`src/rtl/cssc_pkg.sv`:
```
// Package: constants and types for the clock source and start-up control
package cssc_pkg;

  // Register offsets (byte addresses)
  localparam logic [7:0] CTRL_OFFSET   = 8'h00;
  localparam logic [7:0] STATUS_OFFSET = 8'h04;
  localparam logic [7:0] FUSE_OFFSET   = 8'h08;

  // Control register field positions
  localparam int CTRL_SLEEP_EN_BIT  = 0;
  localparam int CTRL_MODE_LSB      = 1;
  localparam int CTRL_ASYNC_REQ_BIT = 4;
  localparam int CTRL_CONV_REQ_BIT  = 5;
  localparam int CTRL_SLEEP_GO_BIT  = 7;

  // Fuse and control values after reset: fuses as delivered, option fuse unprogrammed, control cleared
  localparam logic [3:0] SOURCE_SELECT_RESET = 4'h1;
  localparam logic [1:0] STARTUP_TIME_RESET  = 2'h2;
  localparam logic       OSC_OPTION_RESET    = 1'b1;
  localparam logic [7:0] CTRL_RESET          = 8'h00;

  // Start-up counts in source clock cycles
  localparam logic [15:0] STARTUP_6_CYCLES   = 16'h0006;
  localparam logic [15:0] STARTUP_18_CYCLES  = 16'h0012;
  localparam logic [15:0] STARTUP_258_CYCLES = 16'h0102;
  localparam logic [15:0] STARTUP_1K_CYCLES  = 16'h0400;

  // Short reset delay in watchdog oscillator cycles
  localparam logic [16:0] SHORT_DELAY_CYCLES = 17'h01000;

  // Reset delay selection
  typedef enum logic [1:0] {
    DELAY_NONE  = 2'b00,
    DELAY_SHORT = 2'b01,
    DELAY_LONG  = 2'b10
  } cssc_delay_type;

  // Clock source classes
  typedef enum logic [2:0] {
    SRC_EXT_CLOCK = 3'b000,
    SRC_INT_RC    = 3'b001,
    SRC_EXT_RC    = 3'b010,
    SRC_LF_XTAL   = 3'b011,
    SRC_XTAL      = 3'b100
  } cssc_source_type;

  // Sleep modes
  typedef enum logic [2:0] {
    SLEEP_IDLE       = 3'b000,
    SLEEP_CONV_NR    = 3'b001,
    SLEEP_POWER_DOWN = 3'b010,
    SLEEP_POWER_SAVE = 3'b011,
    SLEEP_STANDBY    = 3'b110
  } cssc_sleep_type;

  // Controller states
  typedef enum logic [1:0] {
    ST_RESET_DELAY = 2'b00,
    ST_STARTUP     = 2'b01,
    ST_RUN         = 2'b10,
    ST_SLEEP       = 2'b11
  } cssc_state_type;

endpackage

```
`src/rtl/cssc_clock_control.sv`:
```
// Clock source decode, start-up timing and clock domain gating
//
// Chosen here: strobed register access and the placing of the registers.
`timescale 1ns/10ps
// Overview of operation
// - Sleep mode decides which clock domains stop
// - Core clock stops all general core work
// - Peripheral clock gated; async interrupt still wakes
// - Two-wire address match wakes without peripheral clock
// - Program memory clock follows core clock
// - Async timer clock runs in idle, noise reduction and power-save sleep
// - Async timer only with internal RC source
// - Converter clock keeps running in noise reduction
// - Four-bit source select decodes five sources
// - Fuse reads one unprogrammed, zero programmed
// - Wake from power-down and power-save counts source cycles
// - Reset adds delay counted in watchdog cycles
// - Short delay 4096, long 65536 watchdog cycles
// - Delivered fuses: source 0001, start-up 10
// - Crystal range from select bits and option
// - Crystal bit0 zero start-up table
// - Crystal bit0 one start-up table
module cssc_clock_control #(
  parameter int unsigned LONG_DELAY_CYCLES = 65536,
  parameter int unsigned STARTUP_16K_CYCLES = 16384,
  parameter int unsigned STARTUP_32K_CYCLES = 32768
) (
  input  wire logic       mclk,
  input  wire logic       rst,
  input  wire logic [3:0] sourceSelectProgrammed,
  input  wire logic [1:0] startupTimeProgrammed,
  input  wire logic       oscOptionProgrammed,
  input  wire logic       sourceClockPin,
  input  wire logic       watchdogOscPin,
  input  wire logic       asyncInterruptPin,
  input  wire logic       twoWireAddrMatchPin,
  input  wire logic       peripheralIrq,
  input  wire logic [7:0] regAddr,
  input  wire logic [7:0] regWdata,
  input  wire logic       regWrite,
  input  wire logic       regRead,
  output logic [7:0]      regRdata,
  output logic            coreClockEn,
  output logic            peripheralClockEn,
  output logic            programMemoryClockEn,
  output logic            asyncTimerClockEn,
  output logic            converterClockEn,
  output logic            executionAllowed
);

  ////////////////////////////////////////////////////////////////////////////
  // Decode functions

  function automatic cssc_pkg::cssc_source_type srcClass(
    input logic [3:0] sel
  );
    if (sel >= 4'ha) begin
      srcClass = cssc_pkg::SRC_XTAL;
    end else if (sel == 4'h9) begin
      srcClass = cssc_pkg::SRC_LF_XTAL;
    end else if (sel >= 4'h5) begin
      srcClass = cssc_pkg::SRC_EXT_RC;
    end else if (sel >= 4'h1) begin
      srcClass = cssc_pkg::SRC_INT_RC;
    end else begin
      srcClass = cssc_pkg::SRC_EXT_CLOCK;
    end
  endfunction

  // Wake-up start-up length in source cycles
  function automatic logic [15:0] startupCycles(
    input logic [3:0] sel,
    input logic [1:0] startup_time_fuses
  );
    startupCycles = cssc_pkg::STARTUP_6_CYCLES;
    case (srcClass(sel))
      cssc_pkg::SRC_XTAL: begin
        case ({sel[0], startup_time_fuses})
          3'b000, 3'b001:
            startupCycles = cssc_pkg::STARTUP_258_CYCLES;
          3'b010, 3'b011:
            startupCycles = cssc_pkg::STARTUP_1K_CYCLES;
          3'b100:
            startupCycles = cssc_pkg::STARTUP_1K_CYCLES;
          default:
            startupCycles = STARTUP_16K_CYCLES[15:0];
        endcase
      end
      cssc_pkg::SRC_LF_XTAL: begin
        if (startup_time_fuses[1]) begin
          startupCycles = STARTUP_32K_CYCLES[15:0];
        end else begin
          startupCycles = cssc_pkg::STARTUP_1K_CYCLES;
        end
      end
      cssc_pkg::SRC_EXT_RC: begin
        if (startup_time_fuses == 2'h3) begin
          startupCycles = cssc_pkg::STARTUP_6_CYCLES;
        end else begin
          startupCycles = cssc_pkg::STARTUP_18_CYCLES;
        end
      end
      default: startupCycles = cssc_pkg::STARTUP_6_CYCLES;
    endcase
  endfunction

  // Extra delay after reset
  function automatic cssc_pkg::cssc_delay_type resetDelay(
    input logic [3:0] sel,
    input logic [1:0] startup_time_fuses
  );
    resetDelay = cssc_pkg::DELAY_NONE;
    case (srcClass(sel))
      cssc_pkg::SRC_XTAL: begin
        case ({sel[0], startup_time_fuses})
          3'b000: resetDelay = cssc_pkg::DELAY_SHORT;
          3'b001: resetDelay = cssc_pkg::DELAY_LONG;
          3'b010: resetDelay = cssc_pkg::DELAY_NONE;
          3'b011: resetDelay = cssc_pkg::DELAY_SHORT;
          3'b100: resetDelay = cssc_pkg::DELAY_LONG;
          3'b101: resetDelay = cssc_pkg::DELAY_NONE;
          3'b110: resetDelay = cssc_pkg::DELAY_SHORT;
          default: resetDelay = cssc_pkg::DELAY_LONG;
        endcase
      end
      cssc_pkg::SRC_LF_XTAL: begin
        if (startup_time_fuses == 2'h0) begin
          resetDelay = cssc_pkg::DELAY_SHORT;
        end else begin
          resetDelay = cssc_pkg::DELAY_LONG;
        end
      end
      cssc_pkg::SRC_EXT_RC: begin
        case (startup_time_fuses)
          2'h0: resetDelay = cssc_pkg::DELAY_NONE;
          2'h2: resetDelay = cssc_pkg::DELAY_LONG;
          default: resetDelay = cssc_pkg::DELAY_SHORT;
        endcase
      end
      default: begin
        case (startup_time_fuses)
          2'h0: resetDelay = cssc_pkg::DELAY_NONE;
          2'h1: resetDelay = cssc_pkg::DELAY_SHORT;
          default: resetDelay = cssc_pkg::DELAY_LONG;
        endcase
      end
    endcase
  endfunction

  ////////////////////////////////////////////////////////////////////////////
  // Pin synchronisers and edge detection

  logic [1:0] srcSync_q;
  logic [1:0] wdtSync_q;
  logic [1:0] intSync_q;
  logic [1:0] twiSync_q;
  logic       srcPrev_q;
  logic       wdtPrev_q;

  always_ff @(posedge mclk or posedge rst) begin
    if (rst) begin
      srcSync_q <= 2'h0;
      wdtSync_q <= 2'h0;
      intSync_q <= 2'h0;
      twiSync_q <= 2'h0;
      srcPrev_q <= 1'b0;
      wdtPrev_q <= 1'b0;
    end else begin
      srcSync_q <= {srcSync_q[0], sourceClockPin};
      wdtSync_q <= {wdtSync_q[0], watchdogOscPin};
      intSync_q <= {intSync_q[0], asyncInterruptPin};
      twiSync_q <= {twiSync_q[0], twoWireAddrMatchPin};
      srcPrev_q <= srcSync_q[1];
      wdtPrev_q <= wdtSync_q[1];
    end
  end

  logic srcTick;
  logic wdtTick;
  assign srcTick = srcSync_q[1] & ~srcPrev_q;
  assign wdtTick = wdtSync_q[1] & ~wdtPrev_q;

  ////////////////////////////////////////////////////////////////////////////
  // Fuse capture; reset holds the delivered values until loaded

  logic [3:0] sourceSelect_q;
  logic [1:0] startupTime_q;
  logic       oscOption_q;
  logic       fuseLoaded_q;

  always_ff @(posedge mclk or posedge rst) begin
    if (rst) begin
      sourceSelect_q <= cssc_pkg::SOURCE_SELECT_RESET;
      startupTime_q  <= cssc_pkg::STARTUP_TIME_RESET;
      oscOption_q    <= cssc_pkg::OSC_OPTION_RESET;
      fuseLoaded_q   <= 1'b0;
    end else if (!fuseLoaded_q) begin
      // Programmed cell reads zero
      sourceSelect_q <= ~sourceSelectProgrammed;
      startupTime_q  <= ~startupTimeProgrammed;
      oscOption_q    <= ~oscOptionProgrammed;
      fuseLoaded_q   <= 1'b1;
    end
  end

  cssc_pkg::cssc_source_type srcNow;
  cssc_pkg::cssc_delay_type  delayNow;
  logic [15:0]               startupNow;
  logic [16:0]               delayTarget;
  logic [1:0]                xtalRange;

  assign srcNow     = srcClass(sourceSelect_q);
  assign delayNow   = resetDelay(sourceSelect_q, startupTime_q);
  assign startupNow = startupCycles(sourceSelect_q, startupTime_q);
  assign delayTarget = (delayNow == cssc_pkg::DELAY_LONG) ?
                       LONG_DELAY_CYCLES[16:0] :
                       cssc_pkg::SHORT_DELAY_CYCLES;
  // Range 3 means option programmed, 1 MHz and up
  assign xtalRange = !oscOption_q ? 2'h3 :
                     (sourceSelect_q[3:1] - 3'h5) >= 3'h3 ? 2'h0 :
                     2'((sourceSelect_q[3:1] - 3'h5));

  ////////////////////////////////////////////////////////////////////////////
  // Control register

  logic [7:0] ctrl_q;
  logic       ctrlWrite;
  logic       sleepGo;

  assign ctrlWrite = regWrite && (regAddr == cssc_pkg::CTRL_OFFSET);
  assign sleepGo   = ctrlWrite && regWdata[cssc_pkg::CTRL_SLEEP_GO_BIT]
                     && ctrl_q[cssc_pkg::CTRL_SLEEP_EN_BIT];

  always_ff @(posedge mclk or posedge rst) begin
    if (rst) begin
      ctrl_q <= cssc_pkg::CTRL_RESET;
    end else if (ctrlWrite) begin
      // Go bit is a strobe and is never stored
      ctrl_q <= {1'b0, regWdata[6:0]};
    end
  end

  cssc_pkg::cssc_sleep_type sleepMode;
  logic asyncAllowed;
  assign sleepMode = cssc_pkg::cssc_sleep_type'(
                       ctrl_q[cssc_pkg::CTRL_MODE_LSB +: 3]);
  // Shared 32 kHz oscillator pins: async timer usable only when internal RC is the chip clock
  assign asyncAllowed = ctrl_q[cssc_pkg::CTRL_ASYNC_REQ_BIT]
                        && (srcNow == cssc_pkg::SRC_INT_RC);

  ////////////////////////////////////////////////////////////////////////////
  // Start-up state machine

  cssc_pkg::cssc_state_type state_q;
  logic [16:0] count_q;
  logic        wakeEvent;

  // Pin-sensed wakes need no peripheral clock; the peripheral
  // request only counts while that domain runs
  assign wakeEvent = intSync_q[1]
                     || twiSync_q[1]
                     || (peripheralIrq && peripheralClockEn);

  always_ff @(posedge mclk or posedge rst) begin
    if (rst) begin
      state_q <= cssc_pkg::ST_RESET_DELAY;
      count_q <= 17'h0;
    end else begin
      case (state_q)
        cssc_pkg::ST_RESET_DELAY: begin
          if (fuseLoaded_q) begin
            if (delayNow == cssc_pkg::DELAY_NONE) begin
              state_q <= cssc_pkg::ST_STARTUP;
              count_q <= 17'h0;
            end else if (wdtTick) begin
              if (count_q + 17'h1 >= delayTarget) begin
                state_q <= cssc_pkg::ST_STARTUP;
                count_q <= 17'h0;
              end else begin
                count_q <= count_q + 17'h1;
              end
            end
          end
        end
        cssc_pkg::ST_STARTUP: begin
          if (srcTick) begin
            if (count_q + 17'h1 >= {1'b0, startupNow}) begin
              state_q <= cssc_pkg::ST_RUN;
              count_q <= 17'h0;
            end else begin
              count_q <= count_q + 17'h1;
            end
          end
        end
        cssc_pkg::ST_RUN: begin
          if (sleepGo) begin
            state_q <= cssc_pkg::ST_SLEEP;
          end
        end
        cssc_pkg::ST_SLEEP: begin
          if (wakeEvent) begin
            count_q <= 17'h0;
            // Oscillator was stopped, so let it settle again
            if (sleepMode == cssc_pkg::SLEEP_POWER_DOWN ||
                sleepMode == cssc_pkg::SLEEP_POWER_SAVE) begin
              state_q <= cssc_pkg::ST_STARTUP;
            end else begin
              state_q <= cssc_pkg::ST_RUN;
            end
          end
        end
        default: state_q <= cssc_pkg::ST_RESET_DELAY;
      endcase
    end
  end

  ////////////////////////////////////////////////////////////////////////////
  // Clock domain enables, computed from the next state (from the current state when start-up ends)

  logic coreEnD;
  logic periphEnD;
  logic asyncEnD;
  logic convEnD;
  logic goingSleep;

  assign goingSleep = (state_q == cssc_pkg::ST_SLEEP && !wakeEvent)
                      || (state_q == cssc_pkg::ST_RUN && sleepGo);

  always_comb begin
    coreEnD   = 1'b0;
    periphEnD = 1'b0;
    asyncEnD  = 1'b0;
    convEnD   = 1'b0;
    if (goingSleep) begin
      case (sleepMode)
        cssc_pkg::SLEEP_CONV_NR: begin
          convEnD  = 1'b1;
          asyncEnD = asyncAllowed;
        end
        cssc_pkg::SLEEP_POWER_SAVE: asyncEnD = asyncAllowed;
        cssc_pkg::SLEEP_POWER_DOWN: asyncEnD = 1'b0;
        cssc_pkg::SLEEP_STANDBY:    asyncEnD = 1'b0;
        default: begin
          periphEnD = 1'b1;
          convEnD   = ctrl_q[cssc_pkg::CTRL_CONV_REQ_BIT];
          asyncEnD  = asyncAllowed;
        end
      endcase
    end else if (state_q == cssc_pkg::ST_RUN ||
                 (state_q == cssc_pkg::ST_SLEEP &&
                  sleepMode != cssc_pkg::SLEEP_POWER_DOWN &&
                  sleepMode != cssc_pkg::SLEEP_POWER_SAVE)) begin
      coreEnD   = 1'b1;
      periphEnD = 1'b1;
      convEnD   = ctrl_q[cssc_pkg::CTRL_CONV_REQ_BIT];
      asyncEnD  = asyncAllowed;
    end
  end

  always_ff @(posedge mclk or posedge rst) begin
    if (rst) begin
      coreClockEn          <= 1'b0;
      programMemoryClockEn <= 1'b0;
      peripheralClockEn    <= 1'b0;
      asyncTimerClockEn    <= 1'b0;
      converterClockEn     <= 1'b0;
      executionAllowed     <= 1'b0;
    end else begin
      coreClockEn          <= coreEnD;
      programMemoryClockEn <= coreEnD;
      peripheralClockEn    <= periphEnD;
      asyncTimerClockEn    <= asyncEnD;
      converterClockEn     <= convEnD;
      executionAllowed     <= coreEnD;
    end
  end

  ////////////////////////////////////////////////////////////////////////////
  // Register read port, data one cycle after the strobe

  always_ff @(posedge mclk or posedge rst) begin
    if (rst) begin
      regRdata <= 8'h00;
    end else if (regRead) begin
      case (regAddr)
        cssc_pkg::CTRL_OFFSET:   regRdata <= ctrl_q;
        cssc_pkg::STATUS_OFFSET: regRdata <= {asyncAllowed, xtalRange,
                                              srcNow, state_q};
        cssc_pkg::FUSE_OFFSET:   regRdata <= {1'b0, oscOption_q,
                                              startupTime_q,
                                              sourceSelect_q};
        default:                 regRdata <= 8'h00;
      endcase
    end else begin
      regRdata <= 8'h00;
    end
  end

endmodule // cssc_clock_control

```
`config.mk`:
```
export PLATFORM = sky130hd
export DESIGN_NAME = cssc_clock_control
export DESIGN_NICKNAME = d
export VERILOG_FILES = /design/src/rtl/cssc_pkg.sv /design/src/rtl/cssc_clock_control.sv
export SDC_FILE = /design/constraint.sdc
export NUM_CORES = 1
export LEC_CHECK = 0
export BUFFER_PORTS_ARGS = -buffer_cell sky130_fd_sc_hd__buf_2
export CAP_MARGIN = 15
export CORE_ASPECT_RATIO = 0.7
export CORE_MARGIN = 4
export CORE_UTILIZATION = 58
export DETAILED_ROUTE_END_ITERATION = 8
export PLACE_DENSITY = 0.8
export SKIP_LAST_GASP = 1
export SYNTH_ARGS = -nofsm -noshare
export SYNTH_HDL_FRONTEND = slang
export SYNTH_SLANG_ARGS = --single-unit
```
`constraint.sdc`:
```
create_clock -name mclk -period 3.4 [get_ports mclk]
set_input_delay 0.34 -clock mclk [delete_from_list [all_inputs] [get_ports mclk]]
set_output_delay 0.34 -clock mclk [all_outputs]
set_load 0.01 [all_outputs]
```
==> flow_metrics.py, run 1 <==
metrics = {
    "outcome": {
        "outcome": "complete, no violations",
    },
    "worst_setup_path": {
        "slowest_delay_ns": 0.49,
        "start_kind": "flop",
        "crit_family": "simple AND/OR/NAND/NOR gates",
        "r2r-end": "count_q[12]",
        "startpoint": "count_q[0]",
        "crit_cells": 12,
        "cp_num_buf_inv": 2,
        "reg2reg_depth": 12,
        "crit_fanout": 16,
        "r2r_start": "count_q[0]",
        "rrSetupSlack_ns": 0.18,
        "endpoint_kind": "flop",
        "arrival_ns": 3.45,
        "crit_type": "flop to flop",
        "path_cells": "ha_1 -> nand2_1 -> buf_4 -> nor4_2 -> xor2_1 -> ha_1 -> nand2_1 -> a21oi_1 -> nor4_4 -> a22oi_4 -> buf_12 -> o31ai_1",
        "crit_required_ns": 3.63,
        "crit_end": "count_q[12]",
        "slowest_stage": "dfrtp_1",
    },
    "sta": {
        "hold_violations": 0,
        "finalClockSkew_ns": 0.00825,
        "fmax_mhz": 311,
        "slew_violations": 0,
        "period_share_pct": 94.6,
        "max_slew_margin_pct": 41.0,
        "worst_pin_slew_ns": 0.883,
        "setup_tns_ns": 0,
        "min_period_ns": 3.22,
        "rsz0062_at_grt": "true",
        "hold_slack_ns": 0.115,
        "setup_violations": 0,
    },
    "final_layout": {
        "drive_gt1_share_pct": 24.9,
        "final_net_count": 450,
        "final_common_cell": "dfrtp_1",
        "layout_common_cells": "53 x dfrtp_1, 45 x buf_2, 44 x nand2_1, 30 x nor2_1",
        "fin_area_um2": 3860,
        "nFillCells": 460,
        "diodes": 0,
        "areaGrowthSynthToFinish_pct": 13.0,
    },
    "routing": {
        "via_count": 2939,
        "final_antenna_net_count": 0,
        "vias_per_cell": 6.11,
        "dr.pass1.iters": 5,
        "route.detailed.drc": 0,
        "wl_per_cell_um": 17.7,
        "drt_iter0_drc": 243,
        "routed_wl_um": 8520,
    },
    "synth": {
        "synth.top_cell.area_share_pct": 38.8,
        "synth_area_um2": 3420,
        "synth_mux_area_share_pct": 6.99,
        "ys_ff_latch": 56,
        "synthesis.nets": 407,
        "synth-simple-area-share_pct": 19.8,
        "synth_area_per_cell_um2": 9.45,
        "synth-compound-area-share_pct": 17.7,
        "async_flop_share_pct": 100,
        "synth_ff_type": "dfrtp_1",
        "yosys.area_share.adder_pct": 4.76,
        "synth_area_leader_cell": "dfrtp_1",
        "synth.distinct_cells": 63,
        "synth_top_family_by_area": "simple AND/OR/NAND/NOR gates",
        "synthTopCellsByArea": "dfrtp_1 39%, nand2_1 4.8%, ha_1 4.8%",
        "synth_edf_count": 0,
        "ys_warn_count": 0,
        "synthXorXnorAreaFrac_pct": 4.61,
        "synthCells": 362,
        "synth-seq-area-share_pct": 41.1,
    },
    "job": {
        "max_cap_violations": 0,
    },
    "cts": {
        "clkSinkCount": 56,
        "worstSkewPairLatency_ns": 0.32,
        "postCtsHoldBufs": 0,
        "post_cts_buffers": 0,
        "cts_tree": "yes",
        "numCtsBuffers": 5,
        "clockRootBuffer": "clkbuf_8",
        "clkTransAtPathRegs_ns": 0.11,
        "clockBufferDepth": 2,
        "htreeDepth": 2,
        "cts-resized-gates": 0,
    },
    "power": {
        "p_sw_uw": 398,
        "pwr-share-comb_pct": 16.4,
        "peakVddDrop_v": 0.000237,
        "p_seq_share_pct": 51.3,
        "p_leak_uw": 0.00176,
        "clock_power_share_pct": 32.3,
        "p_per_area_nw_per_um2": 364,
        "internal_power_uw": 1010,
        "swShare_pct": 28.3,
    },
    "place": {
        "portBuffers": 45,
        "placed_area_um2": 3730,
        "hpwl_um": 6220,
        "gp_congestion": 0.997,
    },
    "grt": {
        "grt_pass1_vias": 2857,
        "antenna_found_initial": 0,
        "overflow": 0,
        "grtUsageMet3_pct": 4.80,
        "grt_max_degree": 39,
        "met2_usage_pct": 35.6,
        "grt_usage_pct": 24.5,
        "grtUsageMet1_pct": 37.1,
        "grt_pass1_wl_um": 14000,
        "gr-max-usage-layer": "met1",
    },
    "floorplanning": {
        "dieArea_um2": 7210,
        "core_area_um2": 5730,
        "start_util_pct": 59.7,
        "rows": 23,
        "fp.dieW_um": 99.8,
        "die_h_um": 72.2,
        "pin_count": 46,
    },
    "min_path": {
        "hold_path_class": "primary input to flop",
    },
}
## registers in the layout (all words and copies together), names as in the netlist, 2 cells and up
signal and cells:
sourceSelect_q 4, ctrl_q 7, intSync_q 2, srcSync_q 2, count_q 17, wdtSync_q 2
startupTime_q 2, regRdata 8, twiSync_q 2, state_q 2
## synth_stat cells, drive strengths merged, types with 2 or more instances
cell type	n
nand2b	4
o21ai	18
xor2	11
o211a	2
a21oi	19
nor3b	2
nor4	9
or2	2
nand2	44
mux2i	16
a2111oi	2
a31oi	3
clkbuf	10
and2	2
o211ai	3
xnor2	7
nand3	11
buf	10
inv	17
a211o	3
o31a	3
o31ai	9
or4	2
dfstp	3
nor2b	3
a31o	2
a211oi	2
nand4	7
nor3	11
nor2	32
dfrtp	53
a22oi	2
mux2	7
ha	13
o21a	3
## through the flow
step | total power, uW | std cells | setup slack, ns | utilization, %
3_5_place_dp | 959 | 473 | 0.174 | 65.1
5_1_grt | 1460 | 481 | -0.00717 | 67.5
6_report | 1410 | 481 | 0.182 | 67.5
2_1_floorplan | 882 | 362 | 0.356 | -
4_1_cts | 1410 | 481 | 0.110 | 67.1
3_3_place_gp | 948 | 473 | 0.346 | 65.1
## layer usage
layer,vias up,wire length [um],part of all wire (%)
met5,-,0,0
met4,0,146,1.7
met3,20,567,6.7
met2,115,3840,45
met1,1432,3970,47
li1,1372,-,-
## logic make-up after synthesis
logic type / count (synthesis)
other cells: 1
simple gates: 134
mux: 23
compound gates: 80
buf+inv: 37
flops: 56
fa+ha+maj: 13
xor+xnor: 18
## final cells by class
class | count | area, um2 | area share [%]
well taps | 75 | 93.8 | 2.43
clock inverters | 3 | 47.5 | 1.23
inverters | 17 | 63.8 | 1.65
multi-input cells | 269 | 1870 | 48.3
flip-flops and latches | 56 | 1410 | 36.4
clock buffers | 5 | 68.8 | 1.78
repair buffers | 56 | 320 | 8.29
## power groups by stage
stage               Sequential [uW]  Clock, uW  Combinational (uW)
finish                          721        455                 230
global route                    724        485                 254
CTS                             720        461                 229
detailed placement              732          0                 226
global placement                730          0                 218
floorplan                       711          0                 171
## how the worst min path moves through the flow
stage,startpoint,to,cells after the start
floorplan,intSync_q[0],intSync_q[1],0
global placement,intSync_q[0],intSync_q[1],0
detailed placement,twiSync_q[0],twiSync_q[1],0
CTS,twoWireAddrMatchPin,twiSync_q[0],1
global route,watchdogOscPin,wdtSync_q[0],1
finish,twoWireAddrMatchPin,twiSync_q[0],1
No activity file was read; power rests on OpenSTA's default activity.
==> run 2, diff against run 1 <==
--- a/config.mk
+++ b/config.mk
@@ -11,6 +11,7 @@
 export CORE_MARGIN = 4
 export CORE_UTILIZATION = 58
 export DETAILED_ROUTE_END_ITERATION = 8
+export MAX_ROUTING_LAYER = met4
 export PLACE_DENSITY = 0.8
 export SKIP_LAST_GASP = 1
 export SYNTH_ARGS = -nofsm -noshare
==> run 2 against run 1 <==
  * Clock skew about the same
  * Count of clock-buffer cells in the layout unchanged
  * Total power down 5.8%
  * First-iteration DRC count down 13%
  * Sequential power about the same
  * Sequential share of layout area up 0.21 points
  * Hold slack better by 0.0066 ns
  * Critical endpoint is now count_q[4]
  * Largest cell class unchanged
  * Highest routed layer unchanged
==> flow_metrics.py, run 2 (synthesis gave the netlist of run 1 again) <==
metrics = {
    "routing": {
        "vias_per_cell": 6.02,
        "via_count": 2901,
        "route.detailed.drc": 0,
        "routed_wl_um": 8040,
        "drt_iter0_drc": 211,
        "final_antenna_net_count": 0,
        "wl_per_cell_um": 16.7,
        "dr.pass1.iters": 7,
    },
    "worst_setup_path": {
        "cp_num_buf_inv": 1,
        "arrival_ns": 3.40,
        "crit_type": "flop to flop",
        "endpoint_kind": "flop",
        "crit_family": "simple AND/OR/NAND/NOR gates",
        "path_cells": "ha_2 -> nand2_1 -> nor2_1 -> nand4_1 -> xnor2_1 -> ha_1 -> nand3_1 -> nor2_1 -> nand4_1 -> nor4_1 -> a211oi_2 -> a22oi_4 -> buf_12 -> o31ai_1",
        "crit_fanout": 16,
        "slowest_delay_ns": 0.49,
        "slowest_stage": "dfrtp_1",
        "rrSetupSlack_ns": 0.19,
        "crit_required_ns": 3.60,
        "start_kind": "flop",
    },
    "floorplanning": {
        "fp.dieW_um": 99.8,
        "pin_count": 46,
        "start_util_pct": 59.7,
        "die_h_um": 72.2,
        "rows": 23,
        "core_area_um2": 5730,
        "dieArea_um2": 7210,
    },
    "sta": {
        "max_slew_margin_pct": 45.5,
        "setup_tns_ns": 0,
        "fmax_mhz": 312,
        "period_share_pct": 94.3,
        "rsz0062_at_grt": "false",
        "slew_violations": 0,
        "worst_pin_slew_ns": 0.815,
        "finalClockSkew_ns": 0.00808,
        "hold_violations": 0,
        "min_period_ns": 3.21,
        "setup_violations": 0,
    },
    "cts": {
        "numCtsBuffers": 5,
        "cts_tree": "yes",
        "clockRootBuffer": "clkbuf_8",
        "htreeDepth": 2,
        "clockBufferDepth": 2,
        "clkSinkCount": 56,
        "worstSkewPairLatency_ns": 0.31,
        "clkTransAtPathRegs_ns": 0.10,
    },
    "final_layout": {
        "drive_gt1_share_pct": 24.6,
        "areaGrowthSynthToFinish_pct": 12.4,
        "instances_no_fill": 482,
        "diodes": 0,
        "reg_top3": "count_q (17), regRdata (8), ctrl_q (7)",
        "largest_register_ffs": 17,
        "final_net_count": 451,
        "final_common_cell": "dfrtp_1",
        "regMostFlops": "count_q",
        "layout_common_cells": "53 x dfrtp_1, 45 x buf_2, 44 x nand2_1, 31 x nor2_1",
    },
    "place": {
        "hpwl_um": 6100,
        "gp_congestion": 1.05,
        "dp_cells": 473,
        "portBuffers": 45,
    },
    "outcome": {
        "outcome": "complete, no violations",
    },
    "grt": {
        "grt_max_degree": 37,
        "overflow": 0,
        "antenna_found_initial": 0,
        "grt_usage_pct": 24.0,
        "grt_pass1_vias": 2623,
        "grt_pass1_wl_um": 13400,
    },
    "power": {
        "p_per_area_nw_per_um2": 345,
        "p_leak_uw": 0.00174,
        "peakVddDrop_v": 0.000188,
        "power_uw": 1320,
    },
    "min_path": {
        "hold_path_class": "primary input to flop",
    },
    "job": {
        "max_cap_violations": 0,
    },
}
==> run 2: final cells by class <==
cell class | count | area, um2
timing repair buffer | 57 | 328
inverter | 17 | 63.8
tap | 75 | 93.8
clock inverter | 3 | 23.8
clock buffer | 5 | 68.8
sequential | 56 | 1410
multi-input combinational | 269 | 1860
fill | 469 | 1880
==> run 2: path summary, 6_finish.rpt <==
check | start | to | depth (start not counted)
max in group asynchronous | rst | sourceSelect_q[0] | 3
worst max-delay path | count_q[0] | count_q[4] | 14
worst min register to register | twiSync_q[0] | twiSync_q[1] | 0
worst min-delay path | sourceClockPin | srcSync_q[0] | 1
worst max register to register | count_q[0] | count_q[4] | 14
min in group asynchronous | rst | count_q[15] | 2
==> run 2: power by group <==
group	total (uW)	internal (uW)	switching (uW)
Sequential	721	689	32.0
Clock	377	147	230
Combinational	228	97.6	130
==> run 2: worst reg2reg max path, stage by stage (launching register included) <==
cell and delay, ns:
dfrtp_1 0.49, ha_2 0.27, nand2_1 0.10, nor2_1 0.24, nand4_1 0.16, xnor2_1 0.17, ha_1 0.32, nand3_1 0.08
nor2_1 0.10, nand4_1 0.11, nor4_1 0.34, a211oi_2 0.19, a22oi_4 0.24, buf_12 0.18, o31ai_1 0.09
==> run 2: repair_timing <==
action | 4_1_cts | 5_1_grt
endpoints found under the setup margin | 0 | 12
hold buffers | 0 | 0
resized for setup | 0 | 3
buffers inserted | 0 | 1
==> run 2: metal layers <==
layer | GRT usage, % | wire length [um] | vias up
met2 | 32.2 | 3490 | 131
met1 | 37.7 | 3850 | 1388
met5 | - | 0 | -
met4 | 3.48 | 31 | 0
li1 | - | - | 1377
met3 | 5.00 | 669 | 5
==> run 2: metrics by stage <==
step	hold slack [ns]	util, %	instance area, um2	setup slack, ns
4_1_cts	0.114	66.7	3820	0.249
5_1_grt	0.112	67.1	3840	0.0126
3_5_place_dp	0.336	65.1	3730	0.249
2_1_floorplan	0.331	-	3420	0.356
6_report	0.121	67.1	3840	0.195
3_3_place_gp	0.332	65.1	3730	0.355
==> run 3, diff against run 2 <==
--- a/config.mk
+++ b/config.mk
@@ -5,6 +5,7 @@
 export SDC_FILE = /design/constraint.sdc
 export NUM_CORES = 1
 export LEC_CHECK = 0
+export ABC_AREA = 1
 export BUFFER_PORTS_ARGS = -buffer_cell sky130_fd_sc_hd__buf_2
 export CAP_MARGIN = 15
 export CORE_ASPECT_RATIO = 0.7
==> run 3 against run 2 <==
  * First-iteration DRC count is 32% higher
  * Clock power rose by 40%
  * Die area grew 3.6%
  * Combinational power rose to 3.2 times the previous value
  * Global-route usage rose by 0.86 points
  * Core utilization increased by 1.2 points
  * Fmax grew 5.9%
  * Synthesized area grew 4.0%
  * Sequential power rose by 9.3%
  * Wire length is 6.6% higher
  * Largest power group unchanged
==> flow_metrics.py, run 3 <==
metrics = {
    "outcome": {
        "outcome": "complete, no violations",
    },
    "synth": {
        "synth_most_common_cell": "nand2_1",
        "synthesis.nets": 539,
        "ys_warn_count": 0,
        "synthTopCellsByArea": "dfrtp_1 37%, nand2_1 14%, nor2_1 7.8%",
        "synth_edf_count": 0,
        "synth.distinct_cells": 40,
        "synth.top_cell.area_share_pct": 37.3,
        "synth-seq-area-share_pct": 39.5,
        "synth_ff_type": "dfrtp_1",
        "async_flop_share_pct": 100,
        "ys_ff_latch": 56,
        "synth_area_per_cell_um2": 7.20,
        "synth_area_um2": 3560,
        "synthCells": 494,
        "synth_area_leader_cell": "dfrtp_1",
        "synthTopCellsByCount": "136 x nand2_1, 74 x nor2_1, 72 x inv_1",
    },
    "place": {
        "hpwl_um": 6540,
        "gp_congestion": 0.902,
        "dp_cells": 608,
        "portBuffers": 45,
        "preCtsSetupSlack_ns": 0.261,
        "placed_area_um2": 3830,
    },
    "power": {
        "p_per_area_nw_per_um2": 512,
        "peakVddDrop_v": 0.000322,
        "p_leak_uw": 0.00212,
    },
    "sta": {
        "slew_violations": 0,
        "hold_slack_ns": 0.116,
        "worst_pin_slew_ns": 0.685,
        "setup_slack_ns": 0.373,
        "setup_violations": 0,
        "min_period_ns": 3.03,
        "hold_violations": 0,
        "finalClockSkew_ns": 0.0110,
        "period_share_pct": 89.0,
        "max_slew_margin_pct": 54.2,
        "rsz0062_at_grt": "false",
        "fmax_mhz": 330,
        "setup_tns_ns": 0,
    },
    "cts": {
        "cts_tree": "yes",
        "postCtsHoldBufs": 0,
        "htreeDepth": 2,
        "clockBufferDepth": 2,
        "clockRootBuffer": "clkbuf_8",
        "cts-resized-gates": 0,
        "post_cts_buffers": 0,
        "clkSinkCount": 56,
        "worstSkewPairLatency_ns": 0.32,
        "numCtsBuffers": 5,
        "clkTransAtPathRegs_ns": 0.11,
    },
    "routing": {
        "drt_iter0_drc": 278,
        "final_antenna_net_count": 0,
        "dr.pass1.iters": 6,
        "routed_wl_um": 8570,
        "via_count": 3350,
        "wl_per_cell_um": 13.9,
        "vias_per_cell": 5.43,
        "route.detailed.drc": 0,
    },
    "worst_setup_path": {
        "path_cells": "ha_1 -> nand3_2 -> nor2_1 -> nand3_1 -> nand2_1 -> inv_1 -> ha_1 -> nand3_1 -> a21oi_1 -> nand2_1 -> nor2_1 -> nand3_1 -> nor2_1 -> nand3_1 -> nand4_2 -> o21ai_4 -> buf_12 -> nand2_1 -> nand2_1",
        "crit_fanout": 17,
        "crit_required_ns": 3.62,
        "cp_num_buf_inv": 2,
        "endpoint_kind": "flop",
        "slowest_delay_ns": 0.49,
        "startpoint": "count_q[0]",
        "crit_type": "flop to flop",
        "arrival_ns": 3.25,
        "slowest_stage": "dfrtp_1",
        "start_kind": "flop",
        "crit_family": "simple AND/OR/NAND/NOR gates",
        "r2r_start": "count_q[0]",
    },
    "floorplanning": {
        "fp.dieW_um": 102,
        "pin_count": 46,
        "core_area_um2": 5840,
        "die_h_um": 73.5,
        "rows": 23,
        "start_util_pct": 60.9,
        "dieArea_um2": 7470,
    },
    "grt": {
        "grt_max_degree": 35,
        "grt_pass1_wl_um": 14200,
        "overflow": 0,
        "antenna_found_initial": 0,
        "grt_usage_pct": 24.8,
        "grt_pass1_vias": 3010,
    },
    "final_layout": {
        "diodes": 0,
        "final_common_cell": "nand2_1",
        "instances_no_fill": 617,
        "layout_common_cells": "136 x nand2_1, 74 x nor2_1, 71 x inv_1, 53 x dfrtp_1, 45 x buf_2",
        "reg_top3": "count_q (17), regRdata (8), ctrl_q (7)",
        "fin_area_um2": 3990,
        "drive_gt1_share_pct": 19.7,
        "regMostFlops": "count_q",
        "largest_register_ffs": 17,
        "final_net_count": 586,
        "areaGrowthSynthToFinish_pct": 12.2,
    },
    "min_path": {
        "hold_path_class": "primary input to asynchronous set/reset pin",
    },
    "job": {
        "max_cap_violations": 0,
    },
}
[run 3: cell types whose count changed after synthesis, sizes merged, moves of 10 or more]
cell,before,now
mux2i,16,0
nand3,11,22
inv,17,73
nor2,32,81
xor2,11,1
nand2,44,158
[run 3: area by class of cell]
| cell class | count | area, um2 |
|---|---|---|
| Clock buffer | 5 | 68.8 |
| Inverter | 73 | 274 |
| Timing Repair Buffer | 49 | 268 |
| Sequential cell | 56 | 1410 |
| Clock inverter | 3 | 68.8 |
| Fill cell | 519 | 1850 |
| Tap cell | 75 | 93.8 |
| Multi-Input combinational cell | 356 | 1810 |
[run 3: layer usage]
metal / share of wire [%] / global-route usage, %
met3: 9.7 / 5.22
met1: 48 / 37.0
met2: 41 / 34.9
met4: 1.1 / 4.87
met5: 0 / -
[run 3: cells by family after synthesis]
kind of cell / Yosys count / synth area share (%)
xor+xnor: 2 / 0.493
simple gates: 284 / 35.7
buf+inv: 82 / 9.53
other cells: 1 / 0.105
fa+ha+maj: 13 / 4.57
compound gates: 52 / 8.79
flops: 56 / 39.5
mux: 4 / 1.27
[run 3: worst paths after layout]
path,to,slack (ns),cells after the start
setup / recovery,count_q[4],0.37,19
hold / removal,fuseLoaded_q,0.12,2
setup reg to reg,count_q[4],0.37,19
hold reg to reg,twiSync_q[1],0.36,0
max in group asynchronous,sourceSelect_q[0],2.47,3
min in group mclk,wdtSync_q[0],0.12,1
[run 3: metrics by stage]
step / util [%] / power (uW)
6_report: 68.3 / 2040
5_1_grt: 68.3 / 2170
4_1_cts: 68.0 / 2000
3_5_place_dp: 65.6 / 1460
3_3_place_gp: 65.6 / 1440
2_1_floorplan: - / 1340
[run 3: worst register-to-register path, delay by kind of cell, from the launching register on]
kind            cells  cell delay (ns)
fa+ha+maj           2             0.54
simple gates       13             1.47
buf+inv             2             0.24
compound gates      2             0.19
flops               1             0.49
[run 3: power breakdown]
part | total (uW) | internal, uW | switching [uW]
combinational | 728 | 246 | 482
sequential | 788 | 722 | 66.2
clock | 528 | 297 | 232
